**config.mk**
```make
export PLATFORM = sky130hd
export DESIGN_NAME = rst_seq
export DESIGN_NICKNAME = d
export VERILOG_FILES = /design/src/shared/rst_seq_pkg.sv /design/src/rst_seq.sv
export SDC_FILE = /design/constraint.sdc
export NUM_CORES = 1
export LEC_CHECK = 0
export ABC_AREA = 1
export BUFFER_PORTS_ARGS = -buffer_cell sky130_fd_sc_hd__buf_2
export CAP_MARGIN = 25
export CORE_MARGIN = 1
export CORE_UTILIZATION = 35
export CTS_BUF_LIST = sky130_fd_sc_hd__clkbuf_16
export CTS_CLUSTER_DIAMETER = 60
export DETAILED_ROUTE_END_ITERATION = 7
export GPL_TIMING_DRIVEN = 0
export HOLD_SLACK_MARGIN = 0.03
export PLACE_DENSITY_LB_ADDON = 0.05
export SETUP_SLACK_MARGIN = 0.02
export SYNTH_ARGS = -nofsm -noshare
export SYNTH_HDL_FRONTEND = slang
export SYNTH_SLANG_ARGS = --single-unit
```
**constraint.sdc**
```tcl
create_clock -name clock_i -period 1.5 [get_ports clock_i]
set_input_delay 0 -clock clock_i [delete_from_list [all_inputs] [get_ports clock_i]]
set_output_delay 0 -clock clock_i [all_outputs]
set_load 0.02 [all_outputs]
```
**src/shared/rst_seq_pkg.sv**
```systemverilog
// package for the reset sequencer: register map, bit positions, timing
// assumes a 32-bit APB slave with word-aligned registers
package rst_seq_pkg;
  localparam logic [7:0] CAUSE_ADDR = 8'h00;
  localparam logic [7:0] STATUS_ADDR = 8'h04;
  localparam logic [7:0] IRQ_STAT_ADDR = 8'h08;
  localparam logic [7:0] IRQ_MASK_ADDR = 8'h0c;
  localparam logic [7:0] PC_ADDR = 8'h10;
  localparam int OVF_BIT = 7;
  localparam int UNF_BIT = 6;
  localparam int WDT_BIT = 4;
  localparam int PIN_BIT = 3;
  localparam int RI_BIT = 2;
  localparam int POR_BIT = 1;
  localparam int BOR_BIT = 0;
  localparam int TO_BIT = 4;
  localparam int PD_BIT = 3;
  localparam logic [7:0] CAUSE_POR_VAL = 8'h1c;
  localparam logic [7:0] CAUSE_WMASK = 8'hdf;
  localparam logic [7:0] STATUS_POR_VAL = 8'h18;
  localparam logic [15:0] RESET_VECTOR = 16'h0000;
  localparam logic [15:0] IRQ_VECTOR = 16'h0004;
  localparam int IRQ_W = 6;
  localparam int CLK_MHZ = 100;
  localparam int PWRT_US = 64;
  localparam int OST_US = 10;
  localparam int PWRT_CYC = PWRT_US * CLK_MHZ;
  localparam int OST_CYC = OST_US * CLK_MHZ;
  typedef enum logic [1:0] {
    ST_HOLD,
    ST_RUN,
    ST_SLEEP
  } seq_state_type;
endpackage : rst_seq_pkg

```
**src/rst_seq.sv**
```systemverilog
// reset start-up sequencer and reset-cause flags with an APB slave
// assumes all inputs synchronous to clock_i; events are one-cycle pulses
//
// Added by the designer: the register addresses and the APB slave port.
`timescale 1ns/10ps
`default_nettype none

module rst_seq
  import rst_seq_pkg::*;
#(
  parameter int PWRT_CYCLES = PWRT_CYC,
  parameter int OST_CYCLES = OST_CYC
) (
  input wire logic clock_i,
  input wire logic nrst_i,
  input wire logic por_i,
  input wire logic bor_i,
  input wire logic external_reset_pin_i,
  input wire logic ext_reset_pin_enable_i,
  input wire logic low_voltage_program_mode_i,
  input wire logic powerup_timer_enable_n_i,
  input wire logic osc_needs_ost_i,
  input wire logic stack_reset_enable_i,
  input wire logic wdt_expire_i,
  input wire logic reset_instr_i,
  input wire logic stack_ovf_i,
  input wire logic stack_unf_i,
  input wire logic sleep_i,
  input wire logic irq_wake_i,
  input wire logic global_interrupt_enable_i,
  input wire logic [15:0] pc_i,
  input wire logic psel_i,
  input wire logic penable_i,
  input wire logic pwrite_i,
  input wire logic [7:0] paddr_i,
  input wire logic [31:0] pwdata_i,
  output logic [31:0] prdata_o,
  output logic pready_o,
  output logic pslverr_o,
  output logic core_run_o,
  output logic pc_load_o,
  output logic [15:0] pc_value_o,
  output logic push_return_o,
  output logic irq_o
);
  seq_state_type state_q;
  logic [31:0] pwrt_cnt_q;
  logic [31:0] ost_cnt_q;
  logic [7:0] cause_q;
  logic [7:0] status_q;
  logic [IRQ_W-1:0] irq_stat_q;
  logic [IRQ_W-1:0] irq_mask_q;
  logic asleep_q;
  logic vector_pend_q;
  logic pin_active;
  logic pin_rst;
  logic warm_rst;
  logic cold;
  logic wdt_rst;
  logic wdt_wake;
  logic stk_o;
  logic stk_u;
  logic ri_ev;
  logic timers_done;
  logic wr_en;
  logic rd_en;
  logic [IRQ_W-1:0] irq_ev;

  function automatic logic [31:0] dec_cnt(input logic [31:0] c);
    dec_cnt = (c == 32'h0) ? 32'h0 : c - 32'h1;
  endfunction : dec_cnt

  assign cold = por_i | bor_i | ~nrst_i;
  // pin counts only when its function is enabled or in low-voltage program mode
  assign pin_active = ext_reset_pin_enable_i | low_voltage_program_mode_i;
  assign pin_rst = pin_active & ~external_reset_pin_i;
  assign wdt_rst = wdt_expire_i & ~asleep_q & (state_q == ST_RUN);
  assign wdt_wake = wdt_expire_i & asleep_q;
  assign ri_ev = reset_instr_i & (state_q == ST_RUN);
  assign stk_o = stack_ovf_i & stack_reset_enable_i;
  assign stk_u = stack_unf_i & stack_reset_enable_i;
  // every warm source merges into one internal restart
  assign warm_rst = pin_rst | wdt_rst | ri_ev | stk_o | stk_u;
  assign timers_done = (pwrt_cnt_q == 32'h0) && (ost_cnt_q == 32'h0);
  assign wr_en = psel_i & penable_i & pwrite_i;
  assign rd_en = psel_i & penable_i & ~pwrite_i;
  assign irq_ev = {stk_o, stk_u, wdt_rst, pin_rst & ~asleep_q, ri_ev,
                   cold};

  // timers load on cold reset and ignore the pin
  always_ff @(posedge clock_i) begin
    if (por_i | bor_i | ~nrst_i) begin
      pwrt_cnt_q <= powerup_timer_enable_n_i ? 32'h0 : 32'(PWRT_CYCLES);
      ost_cnt_q <= osc_needs_ost_i ? 32'(OST_CYCLES) : 32'h0;
    end else begin
      pwrt_cnt_q <= dec_cnt(pwrt_cnt_q);
      ost_cnt_q <= dec_cnt(ost_cnt_q);
    end
  end

  always_ff @(posedge clock_i) begin
    if (cold) begin
      state_q <= ST_HOLD;
      asleep_q <= 1'b0;
    end else begin
      unique case (state_q)
        ST_HOLD: begin
          if (timers_done && !pin_rst) begin
            state_q <= ST_RUN;
          end
        end
        ST_RUN: begin
          if (warm_rst) begin
            state_q <= ST_HOLD;
          end else if (sleep_i) begin
            state_q <= ST_SLEEP;
            asleep_q <= 1'b1;
          end
        end
        ST_SLEEP: begin
          if (pin_rst) begin
            state_q <= ST_HOLD;
            asleep_q <= 1'b0;
          end else if (wdt_wake || irq_wake_i) begin
            state_q <= ST_RUN;
            asleep_q <= 1'b0;
          end
        end
      endcase
    end
  end

  // core control: run level, vector loads
  always_ff @(posedge clock_i) begin
    if (cold) begin
      core_run_o <= 1'b0;
      pc_load_o <= 1'b0;
      pc_value_o <= RESET_VECTOR;
      push_return_o <= 1'b0;
      vector_pend_q <= 1'b0;
    end else begin
      pc_load_o <= 1'b0;
      push_return_o <= 1'b0;
      core_run_o <= (state_q == ST_RUN) && !warm_rst && !sleep_i;
      if (state_q == ST_HOLD) begin
        pc_load_o <= 1'b1;
        pc_value_o <= RESET_VECTOR;
      end else if (state_q == ST_SLEEP && !pin_rst && irq_wake_i &&
                   !wdt_wake && global_interrupt_enable_i) begin
        vector_pend_q <= 1'b1;
      end else if (vector_pend_q) begin
        // one cycle after the wake, in the same cycle core_run_o rises; now take the vector
        vector_pend_q <= 1'b0;
        push_return_o <= 1'b1;
        pc_load_o <= 1'b1;
        pc_value_o <= IRQ_VECTOR;
      end
    end
  end

  // reset-cause flags; hardware events win over software writes
  always_ff @(posedge clock_i) begin
    if (por_i || !nrst_i) begin
      cause_q <= CAUSE_POR_VAL;
    end else if (bor_i) begin
      cause_q[OVF_BIT] <= 1'b0;
      cause_q[UNF_BIT] <= 1'b0;
      cause_q[WDT_BIT] <= 1'b1;
      cause_q[PIN_BIT] <= 1'b1;
      cause_q[RI_BIT] <= 1'b1;
      cause_q[BOR_BIT] <= 1'b0;
    end else begin
      if (wr_en && paddr_i == CAUSE_ADDR) begin
        // software may set or clear every bit but bit 5, power flags included
        cause_q <= pwdata_i[7:0] & CAUSE_WMASK;
      end
      if (wdt_rst) cause_q[WDT_BIT] <= 1'b0;
      if (pin_rst && state_q != ST_HOLD) cause_q[PIN_BIT] <= 1'b0;
      if (ri_ev) cause_q[RI_BIT] <= 1'b0;
      if (stk_o) cause_q[OVF_BIT] <= 1'b1;
      if (stk_u) cause_q[UNF_BIT] <= 1'b1;
    end
  end

  // core status: expiry and powerdown flags, active low
  always_ff @(posedge clock_i) begin
    if (cold) begin
      status_q <= STATUS_POR_VAL;
    end else if (wdt_rst) begin
      status_q[TO_BIT] <= 1'b0;
    end else if (state_q == ST_SLEEP && pin_rst) begin
      status_q[TO_BIT] <= 1'b1;
      status_q[PD_BIT] <= 1'b0;
    end else if (state_q == ST_SLEEP && wdt_wake) begin
      status_q[TO_BIT] <= 1'b0;
      status_q[PD_BIT] <= 1'b0;
    end else if (state_q == ST_SLEEP && irq_wake_i) begin
      status_q[TO_BIT] <= 1'b1;
      status_q[PD_BIT] <= 1'b0;
    end
  end

  // interrupt status: sticky, cleared by reading, set wins
  always_ff @(posedge clock_i) begin
    if (!nrst_i) begin
      irq_stat_q <= '0;
      irq_mask_q <= '0;
    end else begin
      if (rd_en && paddr_i == IRQ_STAT_ADDR) begin
        irq_stat_q <= irq_ev;
      end else begin
        irq_stat_q <= irq_stat_q | irq_ev;
      end
      if (wr_en && paddr_i == IRQ_MASK_ADDR) begin
        irq_mask_q <= pwdata_i[IRQ_W-1:0];
      end
    end
  end

  always_ff @(posedge clock_i) begin
    if (!nrst_i) begin
      irq_o <= 1'b0;
    end else begin
      irq_o <= |(irq_stat_q & irq_mask_q);
    end
  end

  // apb: one-cycle access phase, unmapped reads zero with error
  always_ff @(posedge clock_i) begin
    if (!nrst_i) begin
      prdata_o <= 32'h0;
      pready_o <= 1'b0;
      pslverr_o <= 1'b0;
    end else begin
      pready_o <= psel_i & ~penable_i;
      pslverr_o <= 1'b0;
      prdata_o <= 32'h0;
      if (psel_i && !penable_i) begin
        unique case (paddr_i)
          CAUSE_ADDR: prdata_o <= {24'h0, cause_q & CAUSE_WMASK};
          STATUS_ADDR: prdata_o <= {24'h0, status_q};
          IRQ_STAT_ADDR: prdata_o <= {26'h0, irq_stat_q};
          IRQ_MASK_ADDR: prdata_o <= {26'h0, irq_mask_q};
          PC_ADDR: prdata_o <= {16'h0, pc_i};
          default: pslverr_o <= 1'b1;
        endcase
      end
    end
  end
endmodule : rst_seq

`default_nettype wire

```
### After elaboration in Yosys (flattened, before gate mapping)

Cells that the tools add are included.

| cells by class | value |
|---|---|
| add/subtract/negate cells | 2 |
| multiply operators | 0 |
| div/mod/pow operators | 0 |
| $lt $le $gt $ge | 0 |
| equal/unequal tests | 11 |
| shifts and indexed selects | 0 |
| multiplexer cells | 34 |
| bitwise operators | 29 |
| reduce and logical (&&, ||, !) cells | 47 |

Operators with widths:

| cell | count |
|---|---|
| $mux 32 | 4 |
| $pmux 16 s5 | 1 |
| $logic_not 32->1 | 2 |
| $sub 32x1->32 const B | 2 |
| $eq 8x4->1 const B | 2 |
| $logic_and 1x1->1 | 16 |
| $mux 2 | 8 |
| $mux 1 | 15 |
| $reduce_bool 2->1 | 7 |
| $mux 13 | 1 |
| $and 1x1->1 | 12 |
| $mux 10 | 1 |
| $eq 8x3->1 const B | 1 |
| $eq 8x5->1 const B | 1 |
| $logic_not 8->1 | 1 |
| $mux 8 | 1 |
| $not 1->1 | 8 |
| $reduce_and 2->1 | 4 |
| $or 1x1->1 | 7 |
| $and 6x6->6 | 1 |
| $logic_not 1->1 | 6 |
| $mux 6 | 1 |
| $ne 2x2->1 const B | 3 |
| $ne 3x3->1 const B | 2 |
| 14 further kinds | 16 |

| word-level totals | value |
|---|---|
| register bits | 128 |
| latch bits | 0 |
| RAM bits | 0 |
| ROM bits | 0 |
| bits of input ports | 76 |
| output and inout port bits | 54 |
| logic and storage cells | 147 |
| memories | 0 |

### Longest topological paths before layout

Gate-level depths: netlist of run 1.

| depth | value |
|---|---|
| depth in word-level cells | 10 |
| gate-level depth with buffers | 13 |

### Worst setup path after synthesis of run 1

Ideal clock, no wire load.

| timing | value |
|---|---|
| path type | reg-to-reg |
| start point | reg state_q[1] |
| end point | reg state_q[0] |
| arrival time | 1.395 ns |
| required time | 1.387 ns |
| path slack | -0.008 ns |
| cell stages (with the launch flop) | 13 |
| buffers on the path | 0 |
| period minus slack after synthesis | 1.508 ns |
| path through | dfxtp_1 inv_1 ha_1 nand3_1 inv_1 nor3_1 inv_1 nor2_1 nor2_1 nand2_2 nand2_1 nand2_1 nor2_1 |

| between the ends | value |
|---|---|
| word-level cells in the longest chain between the ends | 8 |

Ends and longest elaborated chain:

| what | RTL line | text |
|---|---|---|
| start: declaration | rst_seq.sv:46 | `seq_state_type state_q;` |
| start signal: assignment | rst_seq.sv:103 | `state_q <= ST_HOLD;` |
| start signal: assignment | rst_seq.sv:109 | `state_q <= ST_RUN;` |
| start signal: assignment | rst_seq.sv:114 | `state_q <= ST_HOLD;` |
| $eq 2x1->1 | rst_seq.sv:77, rst_seq.sv:79, rst_seq.sv:106 |  |
| $and 1x1->1 | rst_seq.sv:77 | `assign wdt_rst = wdt_expire_i & ~asleep_q & (state_q == ST_RUN);` |
| $or 1x1->1 (4 in series) | rst_seq.sv:83 | `assign warm_rst = pin_rst \| wdt_rst \| ri_ev \| stk_o \| stk_u;` |
| $ne 3x3->1 (no line) / $mux 2 (equally long branches) | n/a |  |
| $reduce_and 3->1 (no line) / $pmux 2 s3 (equally long branches) | n/a |  |

Several ways; a longest one is shown, not always the timed one.
A chain may end at the register's enable or synchronous reset.

### Worst setup path in the final report of run 1

| timing | value |
|---|---|
| start point | reg ost_cnt_q[1] |
| end point | reg ost_cnt_q[20] |

| between the ends | value |
|---|---|
| word-level cells in the longest chain between the ends | 3 |

Ends and longest elaborated chain:

| what | RTL line | text |
|---|---|---|
| start: declaration | rst_seq.sv:48 | `logic [31:0] ost_cnt_q;` |
| start signal: assignment | rst_seq.sv:94 | `ost_cnt_q <= osc_needs_ost_i ? 32'(OST_CYCLES) : 32'h0;` |
| start signal: assignment | rst_seq.sv:97 | `ost_cnt_q <= dec_cnt(ost_cnt_q);` |
| $sub 32x1->32 / $logic_not 32->1 (equally long branches) | rst_seq.sv:70 | `dec_cnt = (c == 32'h0) ? 32'h0 : c - 32'h1;` |
| $mux 32 * | rst_seq.sv:70 |  |
| $mux 32 * | rst_seq.sv:92 | `if (por_i \| bor_i \| ~nrst_i) begin` |

Every way passes the cells marked *; elsewhere a longest branch is shown, timed or not.

==> results, run 1 <==
- STA puts the critical path data arrival time at 1.81 ns.
- The total power is 6.733 mW.
- The floorplan die height is 127.5 µm.
- The number of cells after detailed placement is 1072.
- The fraction of final layout cells with drive strength greater than 1 is 0.3798.
- The clock net sink count is 112.
- The worst vdd rail ir drop is 0.6136 mV.
- The number of global-route vias before repair came to 4870.
- For the worst setup path, the data required time is 1.76 ns.
- The power per standard cell area is 838.9 mW/mm².
- In the post-route analysis, the smallest setup slack over all paths is -0.04764 ns.
- The count of buffers from port buffering is 74.
- Setup repair after global routing could not meet its margin everywhere.
- Of the available clock period, the critical path in the final layout requires 1.032.
- After layout, the minimum clock period comes to 1.548 ns.
- The first detailed-routing pass ran for 5 iterations.
- The capturing element type of the critical path is a register.
- The horizontal die dimension is 127.5 µm.
- The number of slew-limit violations in the final report is 0.
- The number of antenna violations at the first check in global routing is 0.
- Routability-driven placement finished with a final weighted congestion of 0.8204.
- The worst pin sits at a relative slew slack of 0.6719.
- The distinct cell type count after synthesis is 43.
- The share of the yosys chip area belonging to registers is 0.4066.
- Along the worst path, the maximum fanout reaches 5.
- The synthesized area is 0.005514 mm².
- The number of ports placed on the die boundary is 130.
- The total routing resource utilization after global routing is 0.1767.
- The total wire length is 14780 µm.
- The number of buffers added by the clock tree synthesis step is 9.
- The worst setup path is launched from a register.
- The number of DRC violations after detailed-routing iteration 0 is 189.
- The area of the die is 0.01626 mm².
- Entering global routing, the biggest net connects 22 pins.
- The number of antenna diodes in the final layout is 0.
- The number of hold violations in the final report came to 0.
- The library cell occupying the most area in the post-synthesis netlist is sky130_fd_sc_hd__dfxtp_1.
- The H-tree generated during clock tree synthesis spans 3 levels.
- After detailed routing, the number of vias per cell comes to 4.533.
- The overflow left after global routing is 0.
- For the worst-skew pair, the clock arrives at the later sink with an insertion delay of 0.36 ns.
- The first-pass GRT wire length is 22720 µm.
- The TritonCTS clock tree is yes.
- The remaining number of nets flagged by the antenna check after routing is 0.
- The highest achievable clock rate is 646.1 MHz.
- The number of DRC violations after detailed routing is 0.
- The HPWL after detailed placement is 10170 µm.
- Dividing the detail-routed wire length by the instance count gives 12.53 µm.
- Ranked by total cell area, the synthesized netlist is headed by sky130_fd_sc_hd__dfxtp_1 (41%), sky130_fd_sc_hd__nor2_1 (11%), sky130_fd_sc_hd__nand2_1 (9.5%), sky130_fd_sc_hd__buf_4 (4.5%), sky130_fd_sc_hd__inv_1 (4.3%).
- The core outline area is 0.01531 mm².
- The final net count is 1046.
- The synthesized area per cell is 7.284 µm².
- The total of flip-flops plus latches after synthesis is 112.
- The placement row count is 45.
- The growth of design area from synthesis to finish is 45.54%.
- The initial utilization of the core area, before any placement, comes to 0.3600.
- The tool flagged a number of max-cap violations equal to 0.
- Clock-pin slew was measured on the worst setup and hold paths at 0.08 ns.
- For the pin with the worst max-slew slack, the measured transition is 0.4876 ns.
- Of the post-synthesis cell area, the dominant cell type holds 0.4066.
- In the synthesized netlist, the number of instances is 757.
- The final setup skew is 0.006517 ns.
- The overall via count from detail_route is 5349.
- The maximum buffer depth of the clock tree is 2.
- The final reports fail on setup timing.
- The total setup violations reported at the end of the flow is 27.
- After the flow finishes, the layout carries non-filler instances totaling 1180.
- The total negative slack for setup checks is -0.6081 ns.
- The tree is rooted in a sky130_fd_sc_hd__clkbuf_16.
- The flow ran to the end, but the final reports show violations.
- Yosys printed 0 warnings.
- The classification of the worst setup path is register to register.
- In this run the static leakage power is 3.650 nW.
- The tightest min-delay check is of the primary input to register type.
## final timing paths
path | startpoint | to | slack (ns) | depth (start not counted)
hold reg to reg | pwrt_cnt_q[0] | pwrt_cnt_q[0] | 0.43 | 1
hold / removal | stack_reset_enable_i | irq_stat_q[5] | 0.03 | 3
setup reg to reg | ost_cnt_q[1] | ost_cnt_q[20] | -0.05 | 11
setup / recovery | ost_cnt_q[1] | ost_cnt_q[20] | -0.05 | 11
## sequential cells by signal, summed over array words and instances, names as in the netlist
register,flops
asleep_q,1
cause_q,7
core_run_o,1
irq_mask_q,6
irq_o,1
irq_stat_q,6
ost_cnt_q,32
pc_load_o,1
pc_value_o,1
prdata_o,16
pready_o,1
pslverr_o,1
push_return_o,1
pwrt_cnt_q,32
state_q,2
status_q,2
vector_pend_q,1
## report_power, final
group,internal [mW],switching [mW],leakage [nW]
sequential,3.03,0.0804,0.917
combinational,0.560,0.633,2.59
clock,1.18,1.24,0.143
## cell type report
class	instances	area (µm²)
plain buffers	37	307.8
repair buffers	165	1265
fillers	1492	7289
clock inverters	7	72.57
clock buffers	9	225.2
well taps	211	264.0
inverters	72	285.3
flip-flops and latches	112	2275
repair inverters	1	8.758
multi-input cells	566	3322
## layer usage
metal / part of all wire / global-route usage / vias to the layer above
li1: - / - / 2773
met1: 0.45 / 0.2129 / 2441
met2: 0.49 / 0.3038 / 119
met3: 0.051 / 0.05235 / 16
met4: 0.015 / 0.05042 / 0
met5: 0 / 0 / -
## cell usage after synthesis (all sizes together)
cell / count
a221oi: 1
nand3: 29
xor2: 15
a31oi: 4
o22ai: 1
a21oi: 46
clkinv: 1
conb: 1
buf: 37
xnor2: 9
o311ai: 1
nand4: 10
and3: 3
nor2: 179
nand2: 154
nor4: 2
dfxtp: 112
o211ai: 1
nor3: 14
or2: 11
ha: 6
a41oi: 3
nand3b: 1
o21ai: 39
a22o: 2
inv: 71
o21a: 4
## cells in the final DEF, fill, tap and decap left out, types with 15 or more instances in the layout
cell type                       synthesis  routed
sky130_fd_sc_hd__xor2_1                15      15
sky130_fd_sc_hd__o21ai_0               30      20
sky130_fd_sc_hd__nand2_2               13      20
sky130_fd_sc_hd__nor2_4                10      34
sky130_fd_sc_hd__buf_2                  2      76
sky130_fd_sc_hd__a21oi_1               45      33
sky130_fd_sc_hd__conb_1                 1      31
sky130_fd_sc_hd__nor2_2                13      35
sky130_fd_sc_hd__nand3_1               27      25
sky130_fd_sc_hd__inv_1                 63      54
sky130_fd_sc_hd__dfxtp_1              112      90
sky130_fd_sc_hd__dfxtp_2                0      20
sky130_fd_sc_hd__nand2_1              140     125
sky130_fd_sc_hd__buf_4                 33      70
sky130_fd_sc_hd__dlygate4sd3_1          0      40
sky130_fd_sc_hd__nor2_1               156     110
## logic make-up after synthesis
family                     Yosys count  synth area share
AOI/OAI and AO/OA                  102            0.1014
DFF                                112            0.4066
adders and majority gates            6           0.01361
xor gates and xnor gates            24           0.03812
buffers and inverters              109            0.1005
other                                1         0.0006801
and+or+nand+nor                    403            0.3390
## through the flow
step                setup slack [ns]    util  hold slack (ns)  instance area (µm²)
finish                      -0.04764  0.5240          0.02581                 8025
global route                 -0.1580  0.5240          0.05296                 8025
CTS                         -0.02457  0.4858          0.03095                 7440
detailed placement           -0.2682  0.4093           0.2164                 6269
global placement             -0.2582  0.4093           0.2132                 6269
floorplan                    0.02411       -          0.07921                 5634
## what timing repair did
action	in CTS	in global routing
cloned	1	4
buffers inserted	30	17
resized for setup	73	122
pin swaps	38	44
hold buffers	40	0
endpoints found under the hold margin	45	0
endpoints found under the setup margin	64	65
## worst max-delay path: stages (launching register included)
cell                        delay (ns)
sky130_fd_sc_hd__dfxtp_2          0.34
sky130_fd_sc_hd__inv_2            0.07
sky130_fd_sc_hd__ha_4             0.16
sky130_fd_sc_hd__nand2_4          0.06
sky130_fd_sc_hd__nor2_4           0.11
sky130_fd_sc_hd__nand2_2          0.08
sky130_fd_sc_hd__nor2_4           0.13
sky130_fd_sc_hd__nor2_4           0.07
sky130_fd_sc_hd__inv_4            0.11
sky130_fd_sc_hd__buf_12           0.12
sky130_fd_sc_hd__clkbuf_16        0.14
sky130_fd_sc_hd__nor2_1           0.04
(Power assumes the default switching activity.)
==> run 2, diff against run 1 <==
Settings changed: SETUP_SLACK_MARGIN 0.02 to 0.15.
==> run 2 against run 1 <==
Net effect:
- the flow still finishes with violations (setup timing)
- routed wire length rose by 8.0%
- cell count rose by 4.1%
- critical path depth rose by 2
- critical path type unchanged
==> results, run 2 (synthesized netlist as in run 1, its figures left out) <==
- The flow ran to the end, but the final reports show violations.
- The checks that failed: setup timing.
- The minimum setup slack in the final design came to -0.07989 ns (-0.03225 ns).
- The static leakage power is 3.973 nW (+8.8%).
- The growth of design area from synthesis to finish is 60.20%.
- The area taken by multi-input logic gates is 0.003666 mm² (+10%).
- The clock group share of total power is 0.362 (+0.002).
- The remaining number of nets flagged by the antenna check after routing is 0 (unchanged).
- TritonCTS built the clock tree.
- The number of DRC violations after detailed-routing iteration 0 is 244 (+29%).
- The clock net sink count is 112 (unchanged).
- The biggest cell delay along the critical path is 0.34 ns (about the same).
- The data arrival time of the critical path is 1.87 ns (+0.06 ns).
- The hold path depth is 3 (unchanged).
- The buffering stage count on the worst path with inverters included is 2 (-2).
- The post-DP HPWL is 10130 µm (-0.37%).
- The total negative slack for setup checks is -0.9765 ns (-0.3683 ns).
- The signal on the critical path passes through inv_4, ha_4, nand2_4, nor2_4, nand2_2, nor2_4, buf_6, nand3_2, nand2_2, nand2_4, nand2_2, nand2_2, nor2_1.
- The horizontal die dimension is 127.5 µm (unchanged).
- The number of hold violations in the final report is 0 (unchanged).
- The worst min-delay path startpoint is osc_needs_ost_i.
- The core outline area is 0.01531 mm² (unchanged).
- The highest achievable clock rate came to 633.0 MHz (-2.0%).
- The final setup skew is 0.007818 ns (+0.001301 ns).
- The final net count was 1094 (+4.6%).
- The overflow left after global routing is 0 (unchanged).
- The routed via count divided by cell count is 4.606 (+1.6%).
- The number of cells after detailed placement was 1072 (unchanged).
- The transition time of the tightest slew-check pin was 0.5563 ns (+0.06865 ns).
- The worst hold path belongs to the class primary input to register.
- The switching component of the power is 1.958 mW (about the same).
- The weighted congestion at the end of routability-driven global placement is 0.8175 (-0.35%).
- The deepest level of the CTS H-tree is 3 (unchanged).
- The library cell used most frequently in the layout, excluding fill and tap cells, is sky130_fd_sc_hd__nand2_1.
- The floorplan die height is 127.5 µm (unchanged).
- The worst slew margin relative to its limit was 0.6263 (-0.04562).
- The total routing resource utilization after global routing was 0.1932 (+0.01647).
- The worst hold path terminates at ost_cnt_q[8].
- The part of the power in registers came to 0.435 (-0.028).
- The library cells used most frequently in the layout, excluding fill and tap cells, are sky130_fd_sc_hd__nand2_1 (113), sky130_fd_sc_hd__buf_4 (108), sky130_fd_sc_hd__nor2_1 (93).
- The max-capacitance violation count came to 0 (unchanged).
- The total setup violations reported at the end of the flow came to 29 (+7.4%).
- The worst register-to-register path ends at state_q[0].
- The critical path's top delay family is simple AND/OR/NAND/NOR gates.
- The area of the die is 0.01626 mm² (unchanged).
- The starting utilization of the core area is 0.3600 (unchanged).
- The combinational share of power was 0.203 (+0.026).
- The worst endpoint required time is 1.79 ns (+0.03 ns).
- The count of antenna diodes in the layout was 0 (unchanged).
- Setup repair after global routing could not meet its margin everywhere.
- The area taken by flip-flops and latches is 0.002331 mm² (+2.5%).
- The largest net degree at the start of global routing came to 19 (-14%).
- The largest individual stage delay along the critical path comes from the cell sky130_fd_sc_hd__dfxtp_2.
- The overall via count from detail_route was 5656 (+5.7%).
- The startpoint kind of the worst setup timing path is a register.
- The number of ports placed on the die boundary came to 130 (unchanged).
- The worst reg2reg path depth is 13 (+2).
- The register-to-register setup slack is -0.08 ns (-0.03 ns).
- The share of the clock period used by the worst path after layout is 1.053 (+0.02150).
- The placement row count is 45 (unchanged).
- The number of DRC violations after detailed routing is 0 (unchanged).
- The highest fanout seen on the critical path is 4 (-1).
- The switching portion of total power is 0.2738 (-0.01668).
- The clock latency at the later pin of the worst-skew pair was 0.35 ns (about the same).
- The total wire length is 15970 µm (+8.0%).
- The fraction of final layout cells with drive strength greater than 1 is 0.4789 (+0.09909).
- The clock-pin transition on the worst setup and hold timing paths is 0.08 ns (about the same).
- The most prevalent standard cell on the critical path is sky130_fd_sc_hd__nand2_2.
- The count of buffers from port buffering is 74 (unchanged).
- The worst setup path is of the register to register kind.
- The filler-free cell count of the finished design is 1228 (+4.1%).
- The number of buffers added by the clock tree synthesis step came to 9 (unchanged).
- The number of slew-limit violations in the final report is 0 (unchanged).
- The startpoint identified for the worst register-to-register timing path is pwrt_cnt_q[0].
- The internal power is 5.192 mW (+8.7%).
- The shortest period the worst path allows is 1.580 ns (+0.03225 ns).
- The maximum buffer depth of the clock tree is 2 (unchanged).
- The power per standard cell area is 809.4 mW/mm² (-3.5%).
- The worst vdd rail ir drop was 0.7048 mV (+15%).
- The number of antenna violations at the first check in global routing is 0 (unchanged).
- In this run the clock root is driven by a sky130_fd_sc_hd__clkbuf_16.
- The number of global-route vias before repair was 5335 (+9.5%).
- In the final layout, the registers with the most flip-flops are ost_cnt_q: 32 flops, pwrt_cnt_q: 32 flops, prdata_o: 16 flops.
- The first-pass GRT wire length is 25220 µm (+11%).
- The number of detailed-route iterations in the first pass came to 4 (-1).
- The capturing element type of the critical path is a register.
- The number of fill cells is 1414 (-5.2%).
- The mean routed wirelength per cell is 13.00 µm (+3.8%).
==> run 2: per-stage QoR <==
| step | instance area [µm²] | hold slack (ns) | power [mW] | util | setup slack, ns |
|---|---|---|---|---|---|
| floorplan | 5679 | 0.07921 | 3.780 | - | 0.1415 |
| global placement | 6314 | 0.2146 | 3.976 | 0.4123 | -0.1396 |
| detailed placement | 6314 | 0.2150 | 3.979 | 0.4123 | -0.1349 |
| CTS | 8225 | 0.03983 | 6.995 | 0.5371 | -0.06831 |
| global route | 8833 | 0.06789 | 7.481 | 0.5768 | -0.1880 |
| finish | 8833 | 0.05375 | 7.150 | 0.5768 | -0.07989 |
==> run 2: worst register-to-register path, stage by stage, from the launching register on <==
cell and delay [ns]:
sky130_fd_sc_hd__dfxtp_2 0.34, sky130_fd_sc_hd__inv_4 0.09, sky130_fd_sc_hd__ha_4 0.15, sky130_fd_sc_hd__nand2_4 0.05
sky130_fd_sc_hd__nor2_4 0.12, sky130_fd_sc_hd__nand2_2 0.08, sky130_fd_sc_hd__nor2_4 0.16, sky130_fd_sc_hd__buf_6 0.12
sky130_fd_sc_hd__nand3_2 0.05, sky130_fd_sc_hd__nand2_2 0.08, sky130_fd_sc_hd__nand2_4 0.07, sky130_fd_sc_hd__nand2_2 0.07
sky130_fd_sc_hd__nand2_2 0.04, sky130_fd_sc_hd__nor2_1 0.10
==> run 2: worst max path at each step <==
| stage | startpoint | cells after the start | to |
|---|---|---|---|
| floorplan | state_q[1] | 12 | state_q[0] |
| global placement | pwrt_cnt_q[7] | 9 | pwrt_cnt_q[20] |
| detailed placement | pwrt_cnt_q[22] | 9 | pwrt_cnt_q[5] |
| CTS | ost_cnt_q[1] | 10 | ost_cnt_q[23] |
| global route | pwrt_cnt_q[0] | 13 | state_q[0] |
| finish | pwrt_cnt_q[0] | 13 | state_q[0] |
==> run 2: metal layers <==
| metal | GRT usage | wire length (µm) | vias up |
|---|---|---|---|
| met5 | 0 | 0 | - |
| met4 | 0.06092 | 308 | 0 |
| met3 | 0.03727 | 447 | 22 |
| met2 | 0.3362 | 8292 | 92 |
| met1 | 0.2397 | 6920 | 2672 |
| li1 | - | - | 2870 |
==> run 2: what timing repair did <==
action	in CTS	in global routing
gates cloned	6	0
pin swaps	48	56
resized for setup	195	115
endpoints found under the setup margin	66	72
setup buffers	67	27
hold buffers	40	0
endpoints found under the hold margin	39	0
==> run 2: cell type report <==
class / instances / area share
flip-flops and latches: 112 / 0.2639
repair inverters: 2 / 0.001700
repair buffers: 212 / 0.1864
inverters: 72 / 0.03272
plain buffers: 37 / 0.03428
well taps: 211 / 0.02989
clock buffers: 9 / 0.02550
clock inverters: 7 / 0.01062
multi-input cells: 566 / 0.4150
==> run 2: power by group through the flow <==
stage	Combinational [mW]	Clock [mW]	Sequential, mW
2_1_floorplan	0.629	0	3.15
3_3_place_gp	0.818	0	3.16
3_5_place_dp	0.820	0	3.16
4_1_cts	1.22	2.67	3.10
5_1_grt	1.57	2.79	3.12
6_report	1.45	2.59	3.11
==> run 3, diff against run 2 <==
Settings changed: CORE_ASPECT_RATIO set to 1.1.
==> run 3 against run 2 <==
Net effect:
- the run still ends with setup timing left
- clock skew is 0.0016 ns lower
- worst setup slack better by 0.027 ns
- cell count is 2.7% lower
- flip-flop and latch count stayed put
- utilization is 2.3 points lower
- critical endpoint is now ost_cnt_q[25]
- largest power group unchanged
- highest routed layer unchanged
==> results, run 3 (synthesized netlist as in run 1, its figures left out) <==
- The endpoint of the worst register-to-register path is ost_cnt_q[25].
- The highest achievable clock rate is 644.0 MHz (+1.7%).
- The power per standard cell area is 811.2 mW/mm² (+0.22%).
- From synthesis to final layout, the design area changed by 52.89%.
- The max-capacitance violation count is 0 (unchanged).
- The total setup violations reported at the end of the flow is 28 (-3.4%).
- The number of gates on the worst path with buffers counted is 9 (-4).
- The routed via count divided by cell count is 4.597 (-0.20%).
- The biggest cell delay along the critical path was 0.37 ns (+0.03 ns).
- The worst vdd rail ir drop is 0.6025 mV (-15%).
- The fraction of final layout cells with drive strength greater than 1 is 0.4494 (-0.02941).
- The number of DRC violations after detailed routing came to 0 (unchanged).
- The total routing resource utilization after global routing was 0.1923 (-0.0008737).
- The weighted congestion at the end of routability-driven global placement is 0.8388 (+2.6%).
- The count of antenna diodes in the layout was 0 (unchanged).
- The class of the tightest hold or removal check is primary input to register.
- The startpoint identified for the worst register-to-register timing path is ost_cnt_q[8].
- The register-to-register setup slack is -0.05 ns (+0.03 ns).
- The classification of the worst setup path is register to register.
- The post-DP HPWL was 10200 µm (+0.69%).
- The number of ports placed on the die boundary was 130 (unchanged).
- The number of hold violations in the final report is 0 (unchanged).
- The number of slew-limit violations in the final report is 0 (unchanged).
- The largest net degree at the start of global routing came to 19 (unchanged).
- The first-pass GRT wire length is 24760 µm (-1.8%).
- The core outline area was 0.01523 mm² (-0.55%).
- The flow ran to the end, but the final reports show violations.
- The floorplan die height is 133.6 µm (+4.8%).
- The root buffer cell chosen for the clock tree is sky130_fd_sc_hd__clkbuf_16.
- The share of the clock period used by the worst path after layout came to 1.035 (-0.01806).
- The number of DRC violations after detailed-routing iteration 0 came to 218 (-11%).
- Leaving out fill and tap cells, the most frequent cells in the layout are sky130_fd_sc_hd__nand2_1 (119), sky130_fd_sc_hd__nor2_1 (99), sky130_fd_sc_hd__buf_4 (89).
- The TritonCTS clock tree is yes.
- The shortest period the worst path allows is 1.553 ns (-0.02708 ns).
- The static leakage power is 3.851 nW (-3.1%).
- The total power came to 6.839 mW (-4.3%).
- The overflow left after global routing is 0 (unchanged).
- The worst reg2reg path depth is 9 (-4).
- The kind of cell with the highest combined delay along the critical path is simple AND/OR/NAND/NOR gates.
- The number of cells after detailed placement was 1057 (-1.4%).
- The hold path depth came to 3 (unchanged).
- The mean routed wirelength per cell was 12.82 µm (-1.4%).
- The total negative slack for setup checks is -0.5912 ns (+0.3853 ns).
- The minimum setup slack in the final design came to -0.05280 ns (+0.02708 ns).
- The number of fill cells was 1442 (+2.0%).
- The number of antenna violations at the first check in global routing is 0 (unchanged).
- The placement row count is 47 (+4.4%).
- The number of global-route vias before repair was 5319 (-0.30%).
- The buffering stage count on the worst path with inverters included is 1 (-1).
- The core occupancy in the finished layout was 0.5535 (-0.02328).
- The final net count is 1076 (-1.6%).
- The deepest level of the CTS H-tree is 3 (unchanged).
- The clock latency at the later pin of the worst-skew pair came to 0.35 ns (about the same).
- The maximum buffer depth of the clock tree was 2 (unchanged).
- The checks that failed: setup timing.
- The count of buffers from port buffering was 74 (unchanged).
- The worst min-delay path endpoint is cause_q[7].
- The number of buffers added by the clock tree synthesis step is 9 (unchanged).
- The number of detailed-route iterations in the first pass came to 7 (+3).
- The largest registers in the layout are ost_cnt_q: 32 flops, pwrt_cnt_q: 32 flops, prdata_o: 16 flops.
- The filler-free cell count of the finished design is 1195 (-2.7%).
- The startpoint identified for the worst hold timing path is stack_reset_enable_i.
- Walking the worst path, the cells encountered are nor2_2, nand2_1, nor2_2, nand2_4, nor2_4, buf_6, nand3_2, nand2_1, nor2_1.
- The starting utilization of the core area is 0.3620 (+0.001982).
- Leaving out fill and tap cells, the most frequent cell in the layout is sky130_fd_sc_hd__nand2_1.
- For this design, the slowest cell found on the critical path is sky130_fd_sc_hd__dfxtp_1.
- The final setup skew is 0.006259 ns (-0.001559 ns).
- The data arrival time of the critical path is 1.80 ns (-0.07 ns).
- The clock net sink count is 112 (unchanged).
- The remaining number of nets flagged by the antenna check after routing was 0 (unchanged).
- The total wire length came to 15320 µm (-4.1%).
- The worst endpoint required time is 1.75 ns (-0.04 ns).
- The post-route worst hold slack is 0.04239 ns (-0.01136 ns).
- The startpoint kind of the worst setup timing path is a register.
- The clock-pin transition on the worst setup and hold timing paths came to 0.07 ns (about the same).
- The overall via count from detail_route is 5493 (-2.9%).
- STA classifies the critical path endpoint as a register.
- The horizontal die dimension is 121.7 µm (-4.6%).
- Setup repair after global routing could not meet its margin everywhere.
- The highest fanout seen on the critical path is 4 (unchanged).
- The area of the die was 0.01626 mm² (about the same).
[run 3: final cells by class]
cell class              instances  area, µm²  area share
multi-input cells             566       3436      0.4075
flip-flops and latches        112       2312      0.2743
repair buffers                196       1551      0.1840
plain buffers                  37      299.0     0.03547
inverters                      72      291.5     0.03458
well taps                     196      245.2     0.02909
clock buffers                   9      225.2     0.02671
clock inverters                 7      70.07    0.008311
[run 3: how the worst max path moves through the flow]
| stage | slack [ns] | from | end |
|---|---|---|---|
| 2_1_floorplan | 0.14 | state_q[1] | state_q[0] |
| 3_3_place_gp | -0.13 | pwrt_cnt_q[22] | pwrt_cnt_q[20] |
| 3_5_place_dp | -0.15 | pwrt_cnt_q[0] | pwrt_cnt_q[3] |
| 4_1_cts | -0.07 | state_q[1] | state_q[1] |
| 5_1_grt | -0.14 | ost_cnt_q[8] | ost_cnt_q[27] |
| 6_report | -0.05 | ost_cnt_q[8] | ost_cnt_q[25] |
[run 3: timing repair]
| item | CTS | global route |
|---|---|---|
| cloned | 4 | 0 |
| setup endpoints to repair | 66 | 73 |
| pin swaps | 71 | 29 |
| resized for setup | 180 | 73 |
| buffers inserted | 70 | 8 |
| hold endpoints to repair | 42 | 0 |
| hold buffers | 40 | 0 |
[run 3: routing by layer]
metal,vias up,wire [µm],GRT usage,part of all wire
li1,2833,-,-,-
met4,0,170,0.04938,0.011
met1,2568,6590,0.2306,0.43
met3,15,445,0.03981,0.029
met2,77,8111,0.3444,0.53
met5,-,0,0,0
[run 3: worst reg2reg max path, delay by kind of cell (launching register included)]
family                 cells  cell delay (ns)
buffers and inverters      1             0.13
AND/OR/NAND/NOR            8             0.94
flip-flops                 1             0.37
[run 3: report_power, final]
group / total [mW] / internal, mW / switching (mW)
clock network: 2.43 / 1.30 / 1.13
logic: 1.30 / 0.629 / 0.669
registers: 3.11 / 3.03 / 0.0787
total: 6.84 / 4.96 / 1.88
[run 3: stage by stage]
stage | instance area, µm² | worst slack (ns)
4_1_cts | 8168 | -0.07396
3_3_place_gp | 6295 | -0.1323
3_5_place_dp | 6295 | -0.1467
5_1_grt | 8431 | -0.1393
2_1_floorplan | 5679 | 0.1415
6_report | 8431 | -0.05280
